### src/hw/flash_id_params.svh
// constants for the identification mode and burst configuration block
// assumes word addressing, 16-bit data and a four-bit bank field at the top of the address
`ifndef FLASH_ID_PARAMS_SVH
`define FLASH_ID_PARAMS_SVH

// command cycle offsets and data
`define CMD_OFS_W 12
`define CMD_OFS_UNLOCK_A 12'h555
`define CMD_OFS_UNLOCK_B 12'h2aa
`define CMD_DATA_UNLOCK_A 8'haa
`define CMD_DATA_UNLOCK_B 8'h55
`define CMD_DATA_ID_ENTRY 8'h90
`define CMD_DATA_RESET 8'hf0
`define CMD_DATA_CFG_LOAD 8'hd0
`define CMD_DATA_CFG_READ 8'hc6

// identification word offsets within a bank
`define ID_OFS_W 8
`define ID_OFS_MAKER 8'h00
`define ID_OFS_PART_A 8'h01
`define ID_OFS_LOCK 8'h02
`define ID_OFS_INDICATOR 8'h07
`define ID_OFS_PART_B 8'h0e
`define ID_OFS_PART_C 8'h0f

// configuration read-back offsets
`define CFG_OFS_ZERO 8'h00
`define CFG_OFS_ONE 8'h01

// configuration word defaults and fields
`define CFG0_RESET 16'h0408
`define CFG1_RESET 16'hffef
`define CFG0_WRAP_BIT 3
`define CFG0_LEN_HI 2
`define CFG0_LEN_LO 0

// burst length codes
`define LEN_CONT 3'h0
`define LEN_8 3'h2
`define LEN_16 3'h3
`define LEN_32 3'h4

// indicator word fields
`define WP_BOOT_TOP 2'h1
`define HANDSHAKE_STD 1'h0

`endif

### src/hw/flash_id_pkg.sv
// types shared by the identification mode and burst configuration block
// assumes nothing beyond a SystemVerilog compiler
package flash_id_pkg;

	typedef enum logic [4:0] {
		CMD_IDLE = 5'h01,
		CMD_UNLOCK1 = 5'h02,
		CMD_UNLOCK2 = 5'h04,
		CMD_CFG0 = 5'h08,
		CMD_CFG1 = 5'h10
	} cmd_state_t;

endpackage : flash_id_pkg

### src/hw/flash_id_mode_and_burst_config.sv
// identification mode, command decode and burst address logic of a banked flash
// assumes host strobes are synchronous to clock; array data arrive combinationally
`timescale 1ns/1ps
`default_nettype none
`include "flash_id_params.svh"

module flash_id_mode_and_burst_config #(
	parameter int ADDR_W = 24,
	parameter int BANK_W = 4,
	parameter int SECTOR_W = 8,
	parameter logic [15:0] MAKER_CODE = 16'h00a5,
	parameter logic [15:0] PART_CODE_A = 16'h1a2b,
	parameter logic [15:0] PART_CODE_B = 16'h1c2d,
	parameter logic [15:0] PART_CODE_C = 16'h1e00
) (
	input wire logic clock,
	input wire logic reset,
	input wire logic addr_valid_n,
	input wire logic ce_n,
	input wire logic we_n,
	input wire logic oe_n,
	input wire logic [ADDR_W-17:0] addr_hi,
	input wire logic [15:0] adq_in,
	output logic [15:0] adq_out,
	output logic adq_oe_n,
	output logic [ADDR_W-1:0] array_addr,
	input wire logic [15:0] array_rdata,
	input wire logic embedded_busy,
	input wire logic factory_lock,
	input wire logic customer_lock,
	input wire logic lock_wr_en,
	input wire logic [SECTOR_W-1:0] lock_wr_sector,
	input wire logic lock_wr_value,
	output logic id_mode,
	output logic [BANK_W-1:0] id_bank,
	output logic cfg_read_mode,
	output logic [15:0] config_word_zero,
	output logic [15:0] config_word_one
);

	// command decode state
	flash_id_pkg::cmd_state_t state_q;
	flash_id_pkg::cmd_state_t state_d;
	logic id_active_q;
	logic id_active_d;
	logic [BANK_W-1:0] id_bank_q;
	logic [BANK_W-1:0] id_bank_d;
	logic cfg_read_q;
	logic cfg_read_d;
	logic [15:0] cfg0_q;
	logic [15:0] cfg0_d;
	logic [15:0] cfg1_q;
	logic [15:0] cfg1_d;
	logic we_n_q;

	// read path state
	logic [ADDR_W-1:0] addr_q;
	logic [ADDR_W-1:0] addr_d;
	logic [15:0] adq_out_q;
	logic [15:0] adq_out_d;
	logic adq_oe_n_q;
	logic adq_oe_n_d;

	logic wr_ev;
	logic rd_cycle;
	logic [7:0] wr_cmd;
	logic [`CMD_OFS_W-1:0] wr_ofs;
	logic [BANK_W-1:0] addr_bank;
	logic in_id_bank;
	logic lock_rd;
	logic [ADDR_W-1:0] burst_next;
	logic [ADDR_W-1:0] group_mask;
	logic [2:0] len_code;
	logic wrap_en;

	assign wr_ev = !ce_n && !we_n && we_n_q;
	assign rd_cycle = !ce_n && !oe_n && we_n && addr_valid_n;
	assign wr_cmd = adq_in[7:0];
	assign wr_ofs = addr_q[`CMD_OFS_W-1:0];
	assign addr_bank = addr_q[ADDR_W-1 -: BANK_W];
	assign in_id_bank = id_active_q && (addr_bank == id_bank_q);
	assign len_code = cfg0_q[`CFG0_LEN_HI:`CFG0_LEN_LO];

	sector_lock_table #(
		.SECTOR_W(SECTOR_W)
	) u_lock (
		.clock(clock),
		.reset(reset),
		.wr_en(lock_wr_en),
		.wr_addr(lock_wr_sector),
		.wr_data(lock_wr_value),
		.rd_addr(addr_d[ADDR_W-1 -: SECTOR_W]),
		.rd_data(lock_rd)
	);

	// burst group size and wrap decision
	always_comb begin
		group_mask = '0;
		wrap_en = 1'b0;
		unique case (len_code)
			`LEN_8: begin
				group_mask = ADDR_W'(7);
			end
			`LEN_16: begin
				group_mask = ADDR_W'(15);
			end
			`LEN_32: begin
				group_mask = ADDR_W'(31);
			end
			default: begin
				group_mask = '0;
			end
		endcase
		// continuous or reserved length never wraps
		wrap_en = cfg0_q[`CFG0_WRAP_BIT] && (group_mask != '0);
		if (wrap_en) begin
			burst_next = (addr_q & ~group_mask) | ((addr_q + ADDR_W'(1)) & group_mask);
		end else begin
			burst_next = addr_q + ADDR_W'(1);
		end
	end

	// address capture and burst advance
	always_comb begin
		addr_d = addr_q;
		if (!ce_n && !addr_valid_n) begin
			addr_d = {addr_hi, adq_in};
		end else if (rd_cycle && !in_id_bank && !cfg_read_q) begin
			addr_d = burst_next;
		end
	end

	// read data selection
	always_comb begin
		adq_out_d = adq_out_q;
		adq_oe_n_d = !rd_cycle;
		if (rd_cycle) begin
			if (cfg_read_q) begin
				unique case (addr_q[`ID_OFS_W-1:0])
					`CFG_OFS_ZERO: adq_out_d = cfg0_q;
					`CFG_OFS_ONE: adq_out_d = cfg1_q;
					default: adq_out_d = array_rdata;
				endcase
			end else if (in_id_bank) begin
				// single words only, the address does not advance
				unique case (addr_q[`ID_OFS_W-1:0])
					`ID_OFS_MAKER: adq_out_d = MAKER_CODE;
					`ID_OFS_PART_A: adq_out_d = PART_CODE_A;
					`ID_OFS_PART_B: adq_out_d = PART_CODE_B;
					`ID_OFS_PART_C: adq_out_d = PART_CODE_C;
					`ID_OFS_LOCK: adq_out_d = {15'h0000, lock_rd};
					`ID_OFS_INDICATOR: begin
						adq_out_d = {8'h00, factory_lock, customer_lock,
							`HANDSHAKE_STD, `WP_BOOT_TOP, 3'h0};
					end
					default: adq_out_d = 16'h0000;
				endcase
			end else begin
				adq_out_d = array_rdata;
			end
		end
	end

	// command decode
	always_comb begin
		state_d = state_q;
		id_active_d = id_active_q;
		id_bank_d = id_bank_q;
		cfg_read_d = cfg_read_q;
		cfg0_d = cfg0_q;
		cfg1_d = cfg1_q;
		if (wr_ev) begin
			if ((state_q == flash_id_pkg::CMD_IDLE) && (wr_cmd == `CMD_DATA_RESET)) begin
				id_active_d = 1'b0;
				cfg_read_d = 1'b0;
			end else begin
				unique case (state_q)
					flash_id_pkg::CMD_IDLE: begin
						if (wr_cmd == `CMD_DATA_UNLOCK_A && wr_ofs == `CMD_OFS_UNLOCK_A) begin
							state_d = flash_id_pkg::CMD_UNLOCK1;
						end
					end
					flash_id_pkg::CMD_UNLOCK1: begin
						if (wr_cmd == `CMD_DATA_UNLOCK_B && wr_ofs == `CMD_OFS_UNLOCK_B) begin
							state_d = flash_id_pkg::CMD_UNLOCK2;
						end else begin
							state_d = flash_id_pkg::CMD_IDLE;
						end
					end
					flash_id_pkg::CMD_UNLOCK2: begin
						state_d = flash_id_pkg::CMD_IDLE;
						if (wr_ofs == `CMD_OFS_UNLOCK_A) begin
							if (wr_cmd == `CMD_DATA_ID_ENTRY && !embedded_busy) begin
								id_active_d = 1'b1;
								id_bank_d = addr_bank;
							end else if (wr_cmd == `CMD_DATA_CFG_READ) begin
								cfg_read_d = 1'b1;
							end else if (wr_cmd == `CMD_DATA_CFG_LOAD) begin
								state_d = flash_id_pkg::CMD_CFG0;
							end
						end
					end
					flash_id_pkg::CMD_CFG0: begin
						cfg0_d = adq_in;
						state_d = flash_id_pkg::CMD_CFG1;
					end
					flash_id_pkg::CMD_CFG1: begin
						cfg1_d = adq_in;
						state_d = flash_id_pkg::CMD_IDLE;
					end
				endcase
			end
		end
	end

	always_ff @(posedge clock) begin
		if (reset) begin
			state_q <= flash_id_pkg::CMD_IDLE;
			id_active_q <= 1'b0;
			id_bank_q <= '0;
			cfg_read_q <= 1'b0;
			cfg0_q <= `CFG0_RESET;
			cfg1_q <= `CFG1_RESET;
			we_n_q <= 1'b1;
		end else begin
			state_q <= state_d;
			id_active_q <= id_active_d;
			id_bank_q <= id_bank_d;
			cfg_read_q <= cfg_read_d;
			cfg0_q <= cfg0_d;
			cfg1_q <= cfg1_d;
			we_n_q <= we_n;
		end
	end

	always_ff @(posedge clock) begin
		if (reset) begin
			addr_q <= '0;
			adq_out_q <= 16'h0000;
			adq_oe_n_q <= 1'b1;
		end else begin
			addr_q <= addr_d;
			adq_out_q <= adq_out_d;
			adq_oe_n_q <= adq_oe_n_d;
		end
	end

	assign adq_out = adq_out_q;
	assign adq_oe_n = adq_oe_n_q;
	assign array_addr = addr_q;
	assign id_mode = id_active_q;
	assign id_bank = id_bank_q;
	assign cfg_read_mode = cfg_read_q;
	assign config_word_zero = cfg0_q;
	assign config_word_one = cfg1_q;

endmodule : flash_id_mode_and_burst_config

`default_nettype wire

### src/hw/sector_lock_table.sv
// lock flag per sector, one write port and one registered read port
// assumes the program/erase engine writes it on the same clock
`timescale 1ns/1ps
`default_nettype none

module sector_lock_table #(
	parameter int SECTOR_W = 8
) (
	input wire logic clock,
	input wire logic reset,
	input wire logic wr_en,
	input wire logic [SECTOR_W-1:0] wr_addr,
	input wire logic wr_data,
	input wire logic [SECTOR_W-1:0] rd_addr,
	output logic rd_data
);

	logic [(1<<SECTOR_W)-1:0] lock_q;
	logic [(1<<SECTOR_W)-1:0] lock_d;
	logic rd_data_d;

	always_comb begin
		lock_d = lock_q;
		if (wr_en) begin
			lock_d[wr_addr] = wr_data;
		end
		rd_data_d = lock_q[rd_addr];
	end

	always_ff @(posedge clock) begin
		if (reset) begin
			lock_q <= '0;
			rd_data <= 1'b0;
		end else begin
			lock_q <= lock_d;
			rd_data <= rd_data_d;
		end
	end

endmodule : sector_lock_table

`default_nettype wire

### config.mk
export PLATFORM = sky130hd
export DESIGN_NAME = flash_id_mode_and_burst_config
export DESIGN_NICKNAME = d
export VERILOG_FILES = /design/src/hw/flash_id_pkg.sv /design/src/hw/flash_id_mode_and_burst_config.sv /design/src/hw/sector_lock_table.sv
export VERILOG_INCLUDE_DIRS = /design/src /design/src/hw
export SDC_FILE = /design/constraint.sdc
export NUM_CORES = 1
export LEC_CHECK = 0
export BUFFER_PORTS_ARGS = -buffer_cell sky130_fd_sc_hd__buf_2
export CORE_ASPECT_RATIO = 0.7
export CORE_MARGIN = 2
export CORE_UTILIZATION = 40
export CTS_BUF_LIST = sky130_fd_sc_hd__clkbuf_8 sky130_fd_sc_hd__clkbuf_16
export DETAILED_ROUTE_END_ITERATION = 16
export GPL_TIMING_DRIVEN = 1
export HOLD_SLACK_MARGIN = 0.05
export PLACE_DENSITY = 0.58
export SLEW_MARGIN = 20
export SYNTH_ARGS = -nofsm -noshare
export SYNTH_HDL_FRONTEND = slang
export SYNTH_HIERARCHICAL = 1
export SYNTH_SLANG_ARGS = --single-unit
### constraint.sdc
create_clock -name clock -period 6.7 [get_ports clock]
set_clock_uncertainty 0.05 [all_clocks]
set_input_delay 1.34 -clock clock [delete_from_list [all_inputs] [get_ports clock]]
set_output_delay 1.34 -clock clock [all_outputs]
set_load 0.01 [all_outputs]
# After elaboration in Yosys (flattened, before gate mapping)

Index checks and enable logic that the tools add are counted.

Bits in registers: 342
Input bits: 59

Add/sub/neg operators: 1
Magnitude comparators: 3
Equality and inequality tests: 24
Muxes and demuxes: 29
Bitwise gates (word level): 5
Reductions and logical operators: 36

Operator list:

| kind                                                                         | number |
|---|---|
| 256-bit bitwise mux                                                          | 1 |
| 13-bit case mux with 6 select lines                                          | 1 |
| 24-bit two-way mux                                                           | 3 |
| 24-bit bitwise AND                                                           | 2 |
| 8-bit == test, second input constant                                         | 5 |
| 16-bit two-way mux                                                           | 2 |
| 16-bit case mux with 2 select lines                                          | 1 |
| 5-bit case mux with 5 select lines                                           | 1 |
| 24-bit by 1-bit adder with 24-bit output, second input constant              | 1 |
| 24-bit inverter                                                              | 1 |
| 24-bit OR                                                                    | 1 |
| 24-bit nonzero test                                                          | 1 |
| 8-bit by 9-bit less-than comparator with 1-bit output, second input constant | 2 |
| 8-bit by 4-bit == test with 1-bit output, second input constant              | 2 |
| 4-bit two-way mux                                                            | 4 |
| 1-bit logical AND                                                            | 15 |
| 5-bit case mux with 3 select lines                                           | 1 |
| 12-bit by 10-bit == test with 1-bit output, second input constant            | 1 |
| 12-bit by 11-bit == test with 1-bit output, second input constant            | 1 |
| 1-bit two-way mux                                                            | 11 |
| 5-bit AND reduction                                                          | 2 |
| 2-bit nonzero test                                                           | 5 |
| 3-bit AND reduction                                                          | 3 |
| 1-bit binary-select mux with 8-bit select                                    | 1 |
| 22 further kinds                                                             | 30 |

# Depth between registers and ports, before layout

Gate-level depths: netlist (run 1).

Word-level depth: 10
Mapped depth: 17
Depth with buffers taken out: 12

# Hierarchy

Netlist (run 1), hierarchy kept.

Modules (own cells, without submodules):

| module                         | times used | cells an instance | area each (µm²) | seq. area each (µm²) |
|---|---|---|---|---|
| sector_lock_table              | 1          | 1489              | 12479.5         | 5144.9 |
| flash_id_mode_and_burst_config | 1          | 582               | 4662.0          | 1701.6 |

# Least setup slack after synthesis (run 1)

OpenSTA, ideal clock, no wires.

Kind: input port to flip-flop
Start point: input oe_n
End point: register u_lock.rd_data
Setup time: 123 ps
Arrival time: 4122 ps
Setup slack: 2404 ps
Cell stages on the path: 15
Path buffers: 4
Path through: and4bb_2 > buf_2 > nand2_1 > nor3b_2 > nand4_1 > xor2_1 > a21oi_1 > buf_2 > buf_2 > buf_2 > mux4_2 > a2111oi_0 > nor3_1 > nand4_1 > o22ai_1

Word-level cells in the longest chain between the ends: 10

Ends and longest elaborated chain:

| item                                      | RTL line                              | text |
|---|---|---|
| start, declared                           | flash_id_mode_and_burst_config.sv:21  | `input wire logic oe_n,` |
| 1-bit logical NOT                         | flash_id_mode_and_burst_config.sv:77  | `assign rd_cycle = !ce_n && !oe_n && we_n && addr_valid_n;` |
| 1-bit logical AND (3 in a row)            | flash_id_mode_and_burst_config.sv:77  |  |
| 1-bit logical AND (2 in a row)            | flash_id_mode_and_burst_config.sv:128 | `end else if (rd_cycle && !in_id_bank && !cfg_read_q) begin` |
| 24-bit two-way mux                        | flash_id_mode_and_burst_config.sv:128 |  |
| 24-bit two-way mux                        | flash_id_mode_and_burst_config.sv:126 | `if (!ce_n && !addr_valid_n) begin` |
| net addr_d[17]                            | flash_id_mode_and_burst_config.sv:58  | `logic [ADDR_W-1:0] addr_d;` |
| 1-bit binary-select mux with 8-bit select | sector_lock_table.sv:27               | `rd_data_d = lock_q[rd_addr];` |
| 1-bit two-way mux (implied by the code)   | sector_lock_table.sv:27               |  |
| end signal, assigned                      | sector_lock_table.sv:36               | `rd_data <= rd_data_d;` |
| end, declared                             | sector_lock_table.sv:15               | `output logic rd_data` |

The timed path passes the listed nets, and every way through them passes these cells. The select of a mux whose other input is x is not followed.
A chain may end at the register's enable or synchronous reset.

# Worst setup path in the final report (run 1)

Start point: input ce_n
End point: register u_lock.rd_data

Word-level cells in the longest chain between the ends: 10

Ends and longest elaborated chain:

| item                                        | RTL line                                                                    | text |
|---|---|---|
| start, declared                             | flash_id_mode_and_burst_config.sv:19                                        | `input wire logic ce_n,` |
| 1-bit logical NOT *                         | flash_id_mode_and_burst_config.sv:77, flash_id_mode_and_burst_config.sv:126 |  |
| 1-bit logical AND (3 in a row)              | flash_id_mode_and_burst_config.sv:77                                        |  |
| 1-bit logical AND (2 in a row)              | flash_id_mode_and_burst_config.sv:128                                       |  |
| 24-bit two-way mux                          | flash_id_mode_and_burst_config.sv:128                                       |  |
| 24-bit two-way mux *                        | flash_id_mode_and_burst_config.sv:126                                       |  |
| net addr_d[17]                              | flash_id_mode_and_burst_config.sv:58                                        |  |
| 1-bit binary-select mux with 8-bit select * | sector_lock_table.sv:27                                                     |  |
| 1-bit two-way mux (implied by the code) *   | sector_lock_table.sv:27                                                     |  |

The timed path passes the listed nets; every way through them passes the cells marked *. The select of a mux whose other input is x is not followed.

==> results of run 1 <==
## state kept, by name (all words and copies together), names as in the netlist
register          count
id_bank               4
adq_out              16
config_word_zero     16
u_lock/rd_data        1
adq_oe_n              1
we_n_q                1
array_addr           24
u_lock/lock_q       256
state_q               5
id_mode               1
config_word_one      16
cfg_read_mode         1
## cells in the mapped netlist (9+ instances only)
cell type | instances | area, sq um
a31oi_1 | 9 | 56.30
nor3_1 | 30 | 150.1
buf_6 | 9 | 101.4
clkbuf_1 | 179 | 671.9
mux2i_1 | 74 | 740.7
and2_1 | 9 | 56.30
a21oi_1 | 271 | 1356
inv_1 | 11 | 41.29
buf_2 | 26 | 130.1
nor4_1 | 9 | 56.30
nor2b_1 | 28 | 175.2
mux4_2 | 38 | 855.8
o21ai_0 | 242 | 1211
nand4_1 | 16 | 100.1
or3_1 | 11 | 68.82
mux4_1 | 10 | 262.8
xor2_1 | 12 | 105.1
o211ai_1 | 9 | 67.56
a221oi_1 | 16 | 140.1
nor2_1 | 106 | 397.9
nand3_1 | 284 | 1421
and3_1 | 30 | 187.7
a211oi_1 | 23 | 172.7
nand2b_1 | 11 | 68.82
a211o_1 | 17 | 148.9
dfxtp_1 | 342 | 6847
nand2_1 | 132 | 495.5
## critical path: stages
cell	delay, ps
buf_2	120
and4bb_2	440
nand2_1	210
nor3b_2	480
nand4_1	180
xor2_1	220
a21oi_4	800
buf_4	300
mux2_2	340
or3_1	310
a311oi_1	430
o211ai_1	180
nand4_1	120
o22ai_1	80
## per-layer routing
metal	GRT usage, %	vias to the layer above	wire (um)
met4	8.135	2	1559
met1	40.59	8212	28560
met2	37.57	906	25530
met5	0	-	13
met3	9.221	108	7743
li1	-	7554	-
## final cells by class
| class | count | area share, % |
|---|---|---|
| clock buffers | 42 | 5.268 |
| well taps | 552 | 3.577 |
| multi-input cells | 1498 | 48.58 |
| inverters | 12 | 0.2333 |
| repair buffers | 169 | 5.074 |
| clock inverters | 25 | 1.808 |
| flip-flops and latches | 342 | 35.46 |
## final timing paths
kind	startpoint	end	slack (ps)
min reg2reg	adq_out[0]	adq_out[0]	400
max	ce_n	u_lock/rd_data	1520
max reg2reg	array_addr[22]	u_lock/rd_data	1680
min	adq_out[0]	adq_out[0]	400
## logic make-up (layout without fill, tap and decap cells)
group	Yosys count	count (layout)	share of synthesized area (%)
xor gates and xnor gates	18	18	0.9197
DFF	342	342	39.94
AOI/OAI and AO/OA	643	643	21.18
adders and majority gates	4	4	0.2920
muxes	128	128	11.24
and+or+nand+nor	705	705	20.67
buffers and inverters	231	248	5.759
## where the power goes
group,switching [uW],internal [uW]
registers,21.2,2050
logic,315,121
clock network,891,1440
total,1230,3600
## through the flow
stage | cell area (sq um) | setup WS (ps) | utilization [%]
2_1_floorplan | 17140 | 2404 | -
3_5_place_dp | 17920 | 1090 | 42.34
3_3_place_gp | 17920 | 1223 | 42.34
5_1_grt | 19310 | 1251 | 45.62
6_report | 19310 | 1524 | 45.62
4_1_cts | 19290 | 1650 | 45.57
==> out/summary.txt, run 1 <==
Gpl congestion: 0.9188
Clock transition at path regs: 60 ps
Final Hold Fails: 0
FF+latch count, synth: 342
Avg WL per Cell: 24.02 um
Post-CTS Resized: 0
Hold crit path type: register to register
Die area: 0.04455 sq mm
Site Rows: 63
Core Footprint: 0.04233 sq mm
Die X: 251.4 um
H-Tree Depth: 2
Worst-skew pair later-pin latency: 550 ps
Overall Power: 4832 uW
Ys flop type: dfxtp_1
GR Overflow Total: 0
Status: finished clean
DRT Pass-1 Iters: 6
Post-CTS setup buffer count: 0
Cts hold-fix bufs: 0
Final period util: 77.25%
Vias in the first global route: 15,240
Synth Cell Area: 0.01714 sq mm
Max cap viols: 0
Clock period minus worst slack: 5176 ps
CTS max path bufs: 3
Final setup violation count: 0
DP HPWL: 40,610 um
Yosys cell types: 74
Vias: 16,780
Post-route DRC: 0
Initial DRC Count: 2,432
Slew Limit Fails: 0
Worst vdd ir: 0.1731 mV
Most common cell after layout, fill and taps aside: dfxtp_1
Worst setup EP type: register
TritonCTS clock tree: built
Cell depth of the worst hold path: 2
Pleak: 0.006557 uW
Seq/Total Area, Yosys: 39.94%
Antenna viol nets, final: 0
Crit Path Class: primary input to register
Area of the multi-input gates: 0.009382 sq mm
Placed Cells incl. Taps: 2,573
Worst slew pin tran: 1277 ps
Cell Count, Final, Fillers Out: 2,640
Maximum number of pins on one net before global-route repair: 238
First-pass GRT wire length: 94,940 um
Worst hold slack: 398.5 ps
Max FO, Critical Path: 19
Synthesized area per cell: 8.277 sq um
Via/cell ratio: 6.357
CP arrival: 5560 ps
FF/Latch Area: 0.006847 sq mm
Area grow syn2layout: 12.65%
Setup TNS: 0 ps
Initial Utilization: 40.50%
Worst-case reg-to-reg path depth: 13
F_max: 193.2 MHz
IO Pins: 138
Die Ht: 177.2 um
Required time worst endpoint: 7080 ps
Fin nets: 2,123
Port Buffers: 137
CTS Root Cell: clkbuf_16
Total CTS buffers: 37
Unrepaired setup endpoints after global routing: no
Number of flops mapped to enable cells by yosys: 0
Pwr Density: 250.2 mW/mm^2
Synthesized instance count: 2,071
# fillers: 4,095
CTS sink count: 342
Syn_nets: 2,134
Layout cells sized above 1: 14.32%
Yosys warnings: 6
Max_slew headroom: 14.62%
Initial antenna violation count: 1
Antenna cells: 0
All-Layer GR Usage: 27.57%
Routed wire length: 63,400 um
Commonest cells after routing, fill and taps aside: 342 x dfxtp_1, 284 x nand3_1, 268 x a21oi_1
Ys async rst share: 0%
Worst Setup Start Kind: primary input
Note: power is estimated with default switching activity, not from simulation.
==> run 2, diff against run 1 <==
==> constraint.sdc (replaced) <==
create_clock -name clock -period 5.2 [get_ports clock]
set_clock_uncertainty 0.05 [all_clocks]
set_input_delay 1.04 -clock clock [delete_from_list [all_inputs] [get_ports clock]]
set_output_delay 1.04 -clock clock [all_outputs]
set_load 0.01 [all_outputs]
==> out/summary.txt, run 2 (same netlist as run 1, synthesis figures left out) <==
Status: finished clean
Site Rows: 63
Post-route DRC: 0
Max FO, Critical Path: 31
All-Layer GR Usage: 27.92%
Final setup violation count: 0
Max cap viols: 0
Cell Count, Final, Fillers Out: 2,661
Setup TNS: 0 ps
Clock period minus worst slack: 4284 ps
H-Tree Depth: 2
Die Ht: 177.2 um
Worst setup EP type: register
CTS sink count: 342
Clock share of power: 45.9%
Crit path cell chain: xor2_1 > nor3_1 > and3_1 > nor3_1 > xnor2_1 > a21oi_4 > buf_12 > mux4_1 > a21oi_1 > a221oi_1 > a311oi_1 > or3_1 > o22ai_1
Seq pwr share: 44.6%
CTS Root Cell: clkbuf_16
First-pass GRT wire length: 96,050 um
Reg with most FFs: u_lock/lock_q
Post-CTS Resized: 0
GR Overflow Total: 0
Gpl congestion: 0.9151
Placed Cells incl. Taps: 2,593
Combinational fraction of design power: 9.5%
Worst slew pin tran: 1215 ps
Hold crit path type: register to register
Die area: 0.04455 sq mm
Slew Limit Fails: 0
F_max: 233.4 MHz
# fillers: 4,097
Clock transition at path regs: 60 ps
Fin nets: 2,143
Post-CTS setup buffer count: 0
Routed wire length: 64,440 um
Pleak: 0.006608 uW
Net load switching power: 1580 uW
Antenna viol nets, final: 0
Worst-skew pair later-pin latency: 540 ps
Crit-path slowest cell: a221oi_1
Via/cell ratio: 6.382
Required time worst endpoint: 5630 ps
Initial Utilization: 40.50%
Port Buffers: 137
DRT Pass-1 Iters: 7
Initial antenna violation count: 0
Avg WL per Cell: 24.22 um
Crit path top cell by count: nor3_1
Area grow syn2layout: 13.14%
Maximum number of pins on one net before global-route repair: 198
CP peak stage delay: 700 ps
Core Footprint: 0.04233 sq mm
Vias: 16,980
CP arrival: 4710 ps
Max_slew headroom: 18.99%
Int Power: 4395 uW
Delay-heaviest family, CP: simple AND/OR/NAND/NOR gates
Cts hold-fix bufs: 0
Largest register FFs: 256
Crit Path Class: register to register
Final period util: 82.39%
Die X: 251.4 um
Worst Setup Start Kind: register
TritonCTS clock tree: built
Worst hold slack: 405.5 ps
CTS max path bufs: 3
IO Pins: 138
Final Hold Fails: 0
WP buf/inv: 1
Unrepaired setup endpoints after global routing: no
Initial DRC Count: 2,154
Sw Share: 26.45%
Layout cells sized above 1: 15.42%
Vias in the first global route: 15,170
Worst vdd ir: 0.1981 mV
Commonest cells after routing, fill and taps aside: 342 x dfxtp_1, 284 x nand3_1, 268 x a21oi_1
Pwr Density: 308.1 mW/mm^2
Total CTS buffers: 37
DP HPWL: 41,370 um
Most common cell after layout, fill and taps aside: dfxtp_1
-- run 2: cell types whose count changed in the layout (fill, tap and decap cells not counted), sizes merged --
cell | previous run | this run
buf | 169 | 189
bufinv | 9 | 2
clkinv | 6 | 13
clkbuf | 42 | 48
inv | 20 | 15
clkinvlp | 2 | 1
diode | 0 | 1
-- run 2: worst paths after layout --
check	from	endpoint	slack, ps	depth (start not counted)
worst min-delay path	adq_out[2]	adq_out[2]	410	2
worst max register to register	array_addr[22]	u_lock/rd_data	920	13
worst min register to register	adq_out[2]	adq_out[2]	410	2
worst max-delay path	array_addr[22]	u_lock/rd_data	920	13
-- run 2: power groups by stage --
stage          Clock, uW  Combinational [uW]  Sequential (uW)
6_report            2740                 569             2660
5_1_grt             2870                 597             2670
4_1_cts             2770                 550             2660
3_5_place_dp           0                 549             2720
3_3_place_gp           0                 542             2720
2_1_floorplan          0                 351             2720
-- run 2: cell type report --
class	instances	area, sq um	share of cell area [%]
Sequential cell	342	6847	35.30
Clock inverter	19	151.4	0.7806
Timing Repair Buffer	189	1167	6.019
Tap cell	552	690.7	3.561
Clock buffer	48	1100	5.671
Antenna cell	1	2.502	0.01290
Multi-Input combinational cell	1498	9390	48.42
Inverter	12	45.04	0.2323
-- run 2: metal layers --
| metal | global-route usage [%] | part of all wire (%) |
|---|---|---|
| met3 | 6.926 | 12 |
| met4 | 8.532 | 2.5 |
| met2 | 38.31 | 40 |
| met5 | 0 | 0 |
| met1 | 42.28 | 45 |
-- run 2: worst reg2reg max path: cells and delay by family (launching register included) --
kind                   cells  cell delay (ps)
XOR/XNOR                   2              420
AND/OR/NAND/NOR            4             1560
multiplexers               1              390
AO/OA/AOI/OAI              5             1120
flip-flops                 1              460
buffers and inverters      1              220
-- run 2: stage by stage --
stage / worst slack [ps] / total power [uW] / utilization (%) / cell area (sq um)
2_1_floorplan: 1204 / 3070 / - / 17140
3_3_place_gp: 730.8 / 3264 / 42.77 / 18100
3_5_place_dp: 679.1 / 3271 / 42.84 / 18130
4_1_cts: 994.0 / 5987 / 45.79 / 19380
5_1_grt: 764.4 / 6137 / 45.81 / 19390
6_report: 915.6 / 5975 / 45.82 / 19390
